File: config.mk
export PLATFORM = sky130hd
export DESIGN_NAME = sso_core
export DESIGN_NICKNAME = d
export VERILOG_FILES = /design/src/rtl/sso_sub_alu.v /design/src/rtl/sso_core.v
export VERILOG_INCLUDE_DIRS = /design/src /design/src/shared
export SDC_FILE = /design/constraint.sdc
export NUM_CORES = 1
export LEC_CHECK = 0
export BUFFER_PORTS_ARGS = -buffer_cell sky130_fd_sc_hd__buf_2
export CORE_ASPECT_RATIO = 0.6
export CORE_MARGIN = 5
export CORE_UTILIZATION = 30
export CTS_CLUSTER_DIAMETER = 80
export DETAILED_ROUTE_END_ITERATION = 16
export PLACE_DENSITY = 0.52
export SETUP_SLACK_MARGIN = 0.5
export SLEW_MARGIN = 20
export SYNTH_ARGS = -nofsm -noshare
export SYNTH_HDL_FRONTEND = slang
export SYNTH_SLANG_ARGS = --single-unit
File: constraint.sdc
create_clock -name hclk -period 6.7 [get_ports hclk]
set_clock_uncertainty 0.2 [all_clocks]
set_input_delay 1.675 -clock hclk [delete_from_list [all_inputs] [get_ports hclk]]
set_output_delay 1.675 -clock hclk [all_outputs]
set_load 0.05 [all_outputs]
File: src/shared/sso_map.vh
// sso_map.vh: register offsets, field positions, opcodes and reset values
// for the halt and subtract executor; definitions only
`ifndef SSO_MAP_VH
`define SSO_MAP_VH

// register byte offsets (low address byte)
`define SSO_OFS_INSTR      8'h00
`define SSO_OFS_WORK       8'h04
`define SSO_OFS_STATUS     8'h08
`define SSO_OFS_FILE_BASE  2'h1
`define SSO_FILE_DEPTH     16

// status field positions
`define SSO_ST_BORROW_NOT  0
`define SSO_ST_HALF_BORROW 1
`define SSO_ST_NIL         2
`define SSO_ST_SPILL       3
`define SSO_ST_SLEEP_N     4
`define SSO_ST_WDT_N       5
`define SSO_ST_BUSY        6
`define SSO_ST_ASLEEP      7
`define SSO_ST_BAD_OP      8

// reset values
`define SSO_RST_WORK       8'h00
`define SSO_RST_INSTR      16'h0000
`define SSO_RST_SLEEP_N    1'b1
`define SSO_RST_WDT_N      1'b1

// opcode patterns
`define SSO_OP_HALT        16'h0003
`define SSO_OP_LIT_SUB_HI  8'hB2
`define SSO_OP_FSUB_HI     7'h02
`define SSO_OP_FSUBB_HI    7'h01

// instruction phases, four per instruction cycle
`define SSO_Q1             2'h0
`define SSO_Q2             2'h1
`define SSO_Q3             2'h2
`define SSO_Q4             2'h3

// bus constants
`define SSO_HSIZE_WORD     3'h2

`endif

File: src/rtl/sso_sub_alu.v
// sso_sub_alu.v: 8-bit two's complement subtractor with flag outputs
// assumes operands are stable from flip-flops in the caller's clock
`timescale 1ns/10ps
`default_nettype none
module sso_sub_alu (
   // operands
   input  wire [7:0] minuend,
   input  wire [7:0] subtrahend,
   input  wire       carry_in,
   // result and flags
   output wire [7:0] diff,
   output wire       borrow_not,
   output wire       half_borrow_not,
   output wire       spill,
   output wire       nil
);

   wire [8:0] full_sum;
   wire [4:0] low_sum;

   // minuend plus inverted subtrahend plus carry [RQ12]
   assign full_sum = {1'b0, minuend} + {1'b0, ~subtrahend} + {8'h00, carry_in};
   assign low_sum  = {1'b0, minuend[3:0]} + {1'b0, ~subtrahend[3:0]}
                     + {4'h0, carry_in};
   // negative difference leaves the two's complement byte [RQ11]
   assign diff            = full_sum[7:0];
   // carry out set means no borrow [RQ10] [RQ11]
   assign borrow_not      = full_sum[8];
   assign half_borrow_not = low_sum[4];
   // signed overflow: operand signs differ and result sign flips
   assign spill = (minuend[7] ^ subtrahend[7]) & (diff[7] ^ minuend[7]);
   // zero result detect [RQ15]
   assign nil   = (diff == 8'h00);

endmodule
`default_nettype wire

File: src/rtl/sso_core.v
// sso_core.v: halt and subtract instruction executor with ahb-lite slave
// assumes one ahb-lite master on hclk; wake pins arrive asynchronously
// Notes on behaviour
// [RQ1] opcode 0x0003 is the single-word halt instruction
// [RQ2] halt clears the active-low sleep entered bit
// [RQ3] halt sets the active-low watchdog expiry bit; only those two change; the core also sets the asleep bit and clears the bad opcode bit
// [RQ4] halt clears watchdog count and postscaler
// [RQ5] after halt oscillator stops and execution ceases until wake-up
// [RQ6] watchdog wake-up clears the active-low watchdog expiry bit
// [RQ7] upper byte 0xB2 is literal minus work, low byte is literal
// [RQ8] literal minus work writes result to work register in one cycle
// [RQ9] subtracts update spill, borrow-not, half borrow, nil flags only
// [RQ10] borrow-not is one when difference is zero or positive
// [RQ11] negative difference gives two's complement and clears borrow-not
// [RQ12] file minus work with borrow also subtracts inverted borrow-not
// [RQ13] d bit zero writes work register, one writes file register
// [RQ14] file minus work: one cycle, same flags, destination by d
// [RQ15] nil flag set when the 8-bit result is zero
//
// Chosen here: the address map and the AHB-Lite slave port.
`timescale 1ns/10ps
`default_nettype none
`include "sso_map.vh"
module sso_core (
   // clock and reset
   input  wire        hclk,
   input  wire        hresetn,
   // ahb-lite slave
   input  wire        hsel,
   input  wire [31:0] haddr,
   input  wire [1:0]  htrans,
   input  wire        hwrite,
   input  wire [2:0]  hsize,
   input  wire [31:0] hwdata,
   input  wire        hready,
   output wire        hreadyout,
   output wire        hresp,
   output wire [31:0] hrdata,
   // watchdog and oscillator control
   output wire        wdt_clear,
   output wire        osc_stop,
   // wake-up pins
   input  wire        wake_wdt,
   input  wire        wake_evt
);

   localparam K_BAD   = 3'h0;
   localparam K_HALT  = 3'h1;
   localparam K_LSUB  = 3'h2;
   localparam K_FSUB  = 3'h3;
   localparam K_FSUBB = 3'h4;

   // bus phase state
   reg  [7:0]  ahb_addr_r;
   reg         ahb_wr_r;
   reg         rd_wait_r;
   reg  [31:0] hrdata_r;
   reg  [31:0] rd_mux;
   wire        ahb_acc;

   // execution state
   reg  [15:0] ir_r;
   reg  [7:0]  work_r;
   reg  [7:0]  file_r [0:`SSO_FILE_DEPTH-1];
   reg         run_r;
   reg  [1:0]  phase_r;
   reg  [2:0]  kind_r;
   reg  [7:0]  opnd_r;
   reg  [7:0]  res_r;
   reg         res_c_r;
   reg         res_dc_r;
   reg         res_ov_r;
   reg         res_z_r;
   reg         c_r;
   reg         dc_r;
   reg         z_r;
   reg         ov_r;
   reg         sleep_n_r;
   reg         wdt_n_r;
   reg         asleep_r;
   reg         bad_r;
   reg         wdt_clear_r;

   // wake synchronisers
   reg  [1:0]  wk_s1_r;
   reg  [1:0]  wk_s2_r;
   reg  [1:0]  wk_s3_r;
   wire        wake_wdt_lvl;
   wire        wake_evt_lvl;

   // decoded strobes
   wire        wr_instr;
   wire        wr_work;
   wire        wr_status;
   wire        wr_file;
   wire [3:0]  bus_idx;
   wire        start;
   wire        is_sub;
   wire        q4_sub;
   wire        dest_file;
   wire [3:0]  f_idx;
   wire [7:0]  alu_diff;
   wire        alu_c;
   wire        alu_dc;
   wire        alu_ov;
   wire        alu_z;
   wire        alu_cin;
   wire [2:0]  dec_kind;

   // bus address phase capture, reads take one wait state
   assign ahb_acc = hsel & hready & htrans[1] & (hsize == `SSO_HSIZE_WORD);

   always @(posedge hclk or negedge hresetn) begin
      if (!hresetn) begin
         ahb_addr_r <= 8'h00;
         ahb_wr_r   <= 1'b0;
         rd_wait_r  <= 1'b0;
         hrdata_r   <= 32'h00000000;
      end else begin
         ahb_wr_r  <= ahb_acc & hwrite;
         rd_wait_r <= ahb_acc & ~hwrite;
         if (ahb_acc) begin
            ahb_addr_r <= haddr[7:0];
         end
         if (rd_wait_r) begin
            hrdata_r <= rd_mux;
         end
      end
   end

   assign hreadyout = ~rd_wait_r;
   assign hresp     = 1'b0;
   assign hrdata    = hrdata_r;

   // register decode
   assign bus_idx   = ahb_addr_r[5:2];
   assign wr_instr  = ahb_wr_r & (ahb_addr_r == `SSO_OFS_INSTR);
   assign wr_work   = ahb_wr_r & (ahb_addr_r == `SSO_OFS_WORK);
   assign wr_status = ahb_wr_r & (ahb_addr_r == `SSO_OFS_STATUS);
   assign wr_file   = ahb_wr_r & (ahb_addr_r[7:6] == `SSO_OFS_FILE_BASE);

   // read data select, unmapped reads as zero
   always @* begin
      rd_mux = 32'h00000000;
      if (ahb_addr_r == `SSO_OFS_INSTR) begin
         rd_mux = {16'h0000, ir_r};
      end else if (ahb_addr_r == `SSO_OFS_WORK) begin
         rd_mux = {24'h000000, work_r};
      end else if (ahb_addr_r == `SSO_OFS_STATUS) begin
         rd_mux[`SSO_ST_BORROW_NOT]  = c_r;
         rd_mux[`SSO_ST_HALF_BORROW] = dc_r;
         rd_mux[`SSO_ST_NIL]         = z_r;
         rd_mux[`SSO_ST_SPILL]       = ov_r;
         rd_mux[`SSO_ST_SLEEP_N]     = sleep_n_r;
         rd_mux[`SSO_ST_WDT_N]       = wdt_n_r;
         rd_mux[`SSO_ST_BUSY]        = run_r;
         rd_mux[`SSO_ST_ASLEEP]      = asleep_r;
         rd_mux[`SSO_ST_BAD_OP]      = bad_r;
      end else if (ahb_addr_r[7:6] == `SSO_OFS_FILE_BASE) begin
         rd_mux = {24'h000000, file_r[bus_idx]};
      end
   end

   // wake pins: three flops, level counts once second and third agree
   always @(posedge hclk or negedge hresetn) begin
      if (!hresetn) begin
         wk_s1_r <= 2'h0;
         wk_s2_r <= 2'h0;
         wk_s3_r <= 2'h0;
      end else begin
         wk_s1_r <= {wake_evt, wake_wdt};
         wk_s2_r <= wk_s1_r;
         wk_s3_r <= wk_s2_r;
      end
   end

   assign wake_wdt_lvl = wk_s2_r[0] & wk_s3_r[0];
   assign wake_evt_lvl = wk_s2_r[1] & wk_s3_r[1];

   // instruction decode
   assign dec_kind =
      (ir_r == `SSO_OP_HALT)             ? K_HALT :  // [RQ1]
      (ir_r[15:8] == `SSO_OP_LIT_SUB_HI) ? K_LSUB :  // [RQ7]
      (ir_r[15:9] == `SSO_OP_FSUB_HI)    ? K_FSUB :
      (ir_r[15:9] == `SSO_OP_FSUBB_HI)   ? K_FSUBB : K_BAD;

   // no new instruction while asleep or running [RQ5]
   assign start     = wr_instr & ~run_r & ~asleep_r;
   assign is_sub    = (kind_r == K_LSUB) | (kind_r == K_FSUB)
                      | (kind_r == K_FSUBB);
   assign q4_sub    = run_r & (phase_r == `SSO_Q4) & is_sub;
   // destination bit selects file or work [RQ13]
   assign dest_file = (kind_r != K_LSUB) & ir_r[8];
   assign f_idx     = ir_r[3:0];
   // borrow form feeds the stored borrow-not as carry [RQ12]
   assign alu_cin   = (kind_r == K_FSUBB) ? c_r : 1'b1;

   sso_sub_alu u_alu (
      .minuend         (opnd_r),
      .subtrahend      (work_r),
      .carry_in        (alu_cin),
      .diff            (alu_diff),
      .borrow_not      (alu_c),
      .half_borrow_not (alu_dc),
      .spill           (alu_ov),
      .nil             (alu_z)
   );

   // four-phase sequencer: decode, read, execute, write
   always @(posedge hclk or negedge hresetn) begin
      if (!hresetn) begin
         ir_r        <= `SSO_RST_INSTR;
         run_r       <= 1'b0;
         phase_r     <= `SSO_Q1;
         kind_r      <= K_BAD;
         opnd_r      <= 8'h00;
         res_r       <= 8'h00;
         res_c_r     <= 1'b0;
         res_dc_r    <= 1'b0;
         res_ov_r    <= 1'b0;
         res_z_r     <= 1'b0;
         bad_r       <= 1'b0;
         wdt_clear_r <= 1'b0;
      end else begin
         wdt_clear_r <= 1'b0;
         if (start) begin
            ir_r    <= hwdata[15:0];
            run_r   <= 1'b1;
            phase_r <= `SSO_Q1;
         end else if (run_r) begin
            phase_r <= phase_r + 2'h1;
            case (phase_r)
               `SSO_Q1: begin
                  kind_r <= dec_kind;
                  bad_r  <= (dec_kind == K_BAD);
               end
               `SSO_Q2: begin
                  // literal operand or addressed file byte
                  opnd_r <= (kind_r == K_LSUB) ? ir_r[7:0] : file_r[f_idx];
               end
               `SSO_Q3: begin
                  res_r    <= alu_diff;
                  res_c_r  <= alu_c;
                  res_dc_r <= alu_dc;
                  res_ov_r <= alu_ov;
                  res_z_r  <= alu_z;
                  if (kind_r == K_HALT) begin
                     wdt_clear_r <= 1'b1;  // [RQ4]
                  end
               end
               `SSO_Q4: begin
                  run_r <= 1'b0;
               end
               default: begin
                  run_r <= 1'b0;
               end
            endcase
         end
      end
   end

   // status flags, instruction result wins over a bus write
   always @(posedge hclk or negedge hresetn) begin
      if (!hresetn) begin
         c_r  <= 1'b0;
         dc_r <= 1'b0;
         z_r  <= 1'b0;
         ov_r <= 1'b0;
      end else if (q4_sub) begin
         c_r  <= res_c_r;  // [RQ9] [RQ10] [RQ11]
         dc_r <= res_dc_r; // [RQ9]
         z_r  <= res_z_r;  // [RQ15]
         ov_r <= res_ov_r; // [RQ9]
      end else if (wr_status) begin
         c_r  <= hwdata[`SSO_ST_BORROW_NOT];
         dc_r <= hwdata[`SSO_ST_HALF_BORROW];
         z_r  <= hwdata[`SSO_ST_NIL];
         ov_r <= hwdata[`SSO_ST_SPILL];
      end
   end

   // power status and sleep state
   always @(posedge hclk or negedge hresetn) begin
      if (!hresetn) begin
         sleep_n_r <= `SSO_RST_SLEEP_N;
         wdt_n_r   <= `SSO_RST_WDT_N;
         asleep_r  <= 1'b0;
      end else if (run_r & (phase_r == `SSO_Q3) & (kind_r == K_HALT)) begin
         sleep_n_r <= 1'b0;  // [RQ2]
         wdt_n_r   <= 1'b1;  // [RQ3]
         asleep_r  <= 1'b1;  // [RQ5]
      end else if (asleep_r & (wake_wdt_lvl | wake_evt_lvl)) begin
         asleep_r <= 1'b0;
         if (wake_wdt_lvl) begin
            wdt_n_r <= 1'b0;  // [RQ6]
         end
      end
   end

   // working register: work destination or literal form [RQ8] [RQ13]
   always @(posedge hclk or negedge hresetn) begin
      if (!hresetn) begin
         work_r <= `SSO_RST_WORK;
      end else if (q4_sub & ~dest_file) begin
         work_r <= res_r;  // [RQ14]
      end else if (wr_work) begin
         work_r <= hwdata[7:0];
      end
   end

   // file register bytes, one flop group per entry
   genvar gi;
   generate
      for (gi = 0; gi < `SSO_FILE_DEPTH; gi = gi + 1) begin : g_file
         always @(posedge hclk or negedge hresetn) begin
            if (!hresetn) begin
               file_r[gi] <= 8'h00;
            end else if (q4_sub & dest_file & (f_idx == gi)) begin
               file_r[gi] <= res_r;  // [RQ13] [RQ14]
            end else if (wr_file & (bus_idx == gi)) begin
               file_r[gi] <= hwdata[7:0];
            end
         end
      end
   endgenerate

   assign wdt_clear = wdt_clear_r;
   assign osc_stop  = asleep_r;

endmodule
`default_nettype wire

==> flow_summary_export.csv <==
group,metric,value,unit
routing,ant_nets,0,
worst_setup_path,critPathRequiredTime,4.83,ns
die,rows,58,
routing,viasPerCell,5.266,
timing,finalMaxSlewViolations,0,
clock_tree,cts_buffers,23,
synth,synth_warnings,0,
synth,synthCells,1218,
pwr,p_leak,5.616,nW
timing,worstMarginPinSlew,1.079,ns
worst_setup_path,cp_top_family,"buffers and inverters",
synth,synth_area_leaders,"dfrtp_1 (43%), mux2i_1 (15%), mux4_2 (9.8%)",
run_status,outcome,"complete, no violations",
worst_hold_path,hold_class,"flop to flop",
final_layout,area_growth,10.52,%
synth,async_flop_share,100.0,%
die,die_w,275.0,um
global_route,antenna_found_initial,2,
timing,layout_setup_ws,2.851,ns
global_route,grt-ovfl-total,0,
placement,dp.cells,1754,
final_layout,fillCellCount,4248,
placement,placedInstanceArea,13220,um^2
die,die_area,46470,um^2
worst_setup_path,slowest_delay,0.56,ns
die,start_util,30.29,%
global_route,grt_first_pass_wirelength,61310,um
timing,setup_viol,0,
clock_tree,cts_hold_buffers,0,
worst_setup_path,cp.arrival,1.97,ns
synth,synth.top_cell.area_share,42.97,%
synth,yosys.area.top_type,"dfrtp_1",
timing,fin_crit_sh,57.44,%
synth,synth.distinct_cells,58,
die,ioPinCount,112,
timing,tns,0,ns
routing,drcViolationCount,0,
synth,synth_ff_type,"dfrtp_1",
worst_setup_path,critical_path.max_fanout,19,
placement,gp_congestion,0.8882,
timing,rsz0062_at_grt,"no",
clock_tree,htree_num_levels,1,
clock_tree,clock_tree.buffer_depth,3,
routing,routed_wl,40950,um
timing,maxSlewHeadroom,28.06,%
synth,syn_area_per_cell,10.38,um^2
timing,finalHoldViolations,0,
worst_setup_path,endpoint_kind,"primary output",
timing,max_freq,0.2598,GHz
routing,drtPass1Iterations,6,
pwr,p_per_area,262.6,nW/um^2
synth,synth-seq-cells,219,
global_route,grt_max_degree,121,
run,maxCapViolCount,0,
synth,syn-cell-area,12640,um^2
pwr,worst_ir_drop_vdd,0.0001362,V
global_route,grt_pass1_vias,9022,
pwr,power,3.668,mW
placement,place_worst_setup_slack,3.402,ns
final_layout,final_util,33.48,%
final_layout,drive_gt1_share,16.65,%
worst_setup_path,critPathKind,"flop to primary output",
clock_tree,cts_resized,0,
synth,ys_seq_area_share,43.38,%
synth,yosysMostFrequentCell,"dfrtp_1",
global_route,grt_util_all_layers,17.42,%
die,coreArea,41730,um^2
final_layout,fin_cells,1795,
synth,synth_edf_count,0,
worst_setup_path,cp_cell_sequence,"clkinv_1 -> buf_2",
worst_setup_path,crit_slowest_cell,"dfrtp_1",
final_layout,design_area,13970,um^2
routing,drt_iter0_drc,1043,
clock_tree,clock_latency,0.54,ns
die,fp.dieH,169.0,um
routing,wire_per_inst,22.81,um
timing,post-route-min-period,3.849,ns
worst_setup_path,startpoint_type,"flop",
final_layout,antennaDiodeCount,0,
final_layout,nets,1298,
clock_tree,clockRootBuffer,"clkbuf_16",
timing,hold_ws,0.1466,ns
clock_tree,cts_tree,"done",
clock_tree,clkSinkCount,219,
clock_tree,clk_pin_slew_worst_paths,0.06,ns
synth,synthTopCellsByCount,"dfrtp_1 (217), nand2_1 (196), mux2i_1 (190)",
clock_tree,cts_setup_buffers,0,
worst_setup_path,path_buf_inv,2,
placement,io_buffers,53,
placement,hpwl,28220,um
routing,via_count,9452,
[metal layers]
layer,part of all wire [%],vias up,global-route usage [%]
met4,1.4,2,2.573
met3,11,47,5.667
li1,-,4303,-
met2,37,350,21.86
met5,0.032,-,0
met1,50,4750,28.76
[path summary, 6_finish.rpt]
path                       slack (ns)  depth (start not counted)     endpoint       start
max in group asynchronous        4.10                          2   file_r[95]     hresetn
max reg2reg                      3.42                          4    file_r[6]     ir_r[1]
min in group asynchronous        1.02                          1  file_r[117]     hresetn
min reg2reg                      0.15                          0   wk_s2_r[0]  wk_s1_r[0]
min                              0.15                          0   wk_s2_r[0]  wk_s1_r[0]
max                              2.85                          2    hreadyout   rd_wait_r
[cells in the final DEF (no fill, tap or decap), drive strengths merged, types with 9 or more instances in the layout]
cell type | netlist | layout
a21oi | 43 | 43
a22oi | 17 | 17
buf | 66 | 64
clkbuf | 48 | 32
conb | 1 | 17
dfrtp | 217 | 217
ha | 11 | 11
inv | 22 | 24
mux2 | 25 | 25
mux2i | 190 | 190
mux4 | 55 | 55
nand2 | 196 | 196
nand3 | 25 | 25
nand3b | 9 | 9
nor2 | 50 | 50
o21ai | 159 | 159
[sequential cells by signal, indices dropped and copies added (netlist names), 2 cells and up]
| name | count |
|---|---|
| wk_s2_r | 2 |
| hrdata | 16 |
| wk_s1_r | 2 |
| opnd_r | 8 |
| kind_r | 3 |
| file_r | 128 |
| ir_r | 16 |
| phase_r | 2 |
| res_r | 8 |
| wk_s3_r | 2 |
| work_r | 8 |
| ahb_addr_r | 8 |
[logic make-up after synthesis]
group                    share of synthesized area (%)
AND/OR/NAND/NOR                                  11.77
flip-flops                                       43.38
AO/OA/AOI/OAI                                    10.85
other                                          0.02967
XOR/XNOR                                        0.3466
buffers and inverters                            5.138
multiplexers                                     27.08
adder cells (fa/ha/maj)                          1.406
[power by group]
group,switching [mW],internal (mW),leakage (nW)
combinational,0.440,0.243,3.01
sequential,0.274,1.42,2.24
clock,0.566,0.728,0.371
[cell type report]
type / instances / area (um^2) / share of cell area, %
multi-input combinational: 878 / 6574 / 47.06
sequential: 219 / 5488 / 39.29
tap: 570 / 713.2 / 5.106
clock buffer: 32 / 659.4 / 4.721
timing repair buffer: 64 / 370.4 / 2.651
inverter: 23 / 86.33 / 0.6181
clock inverter: 9 / 77.57 / 0.5554
Note: power is estimated with default switching activity, not from simulation.
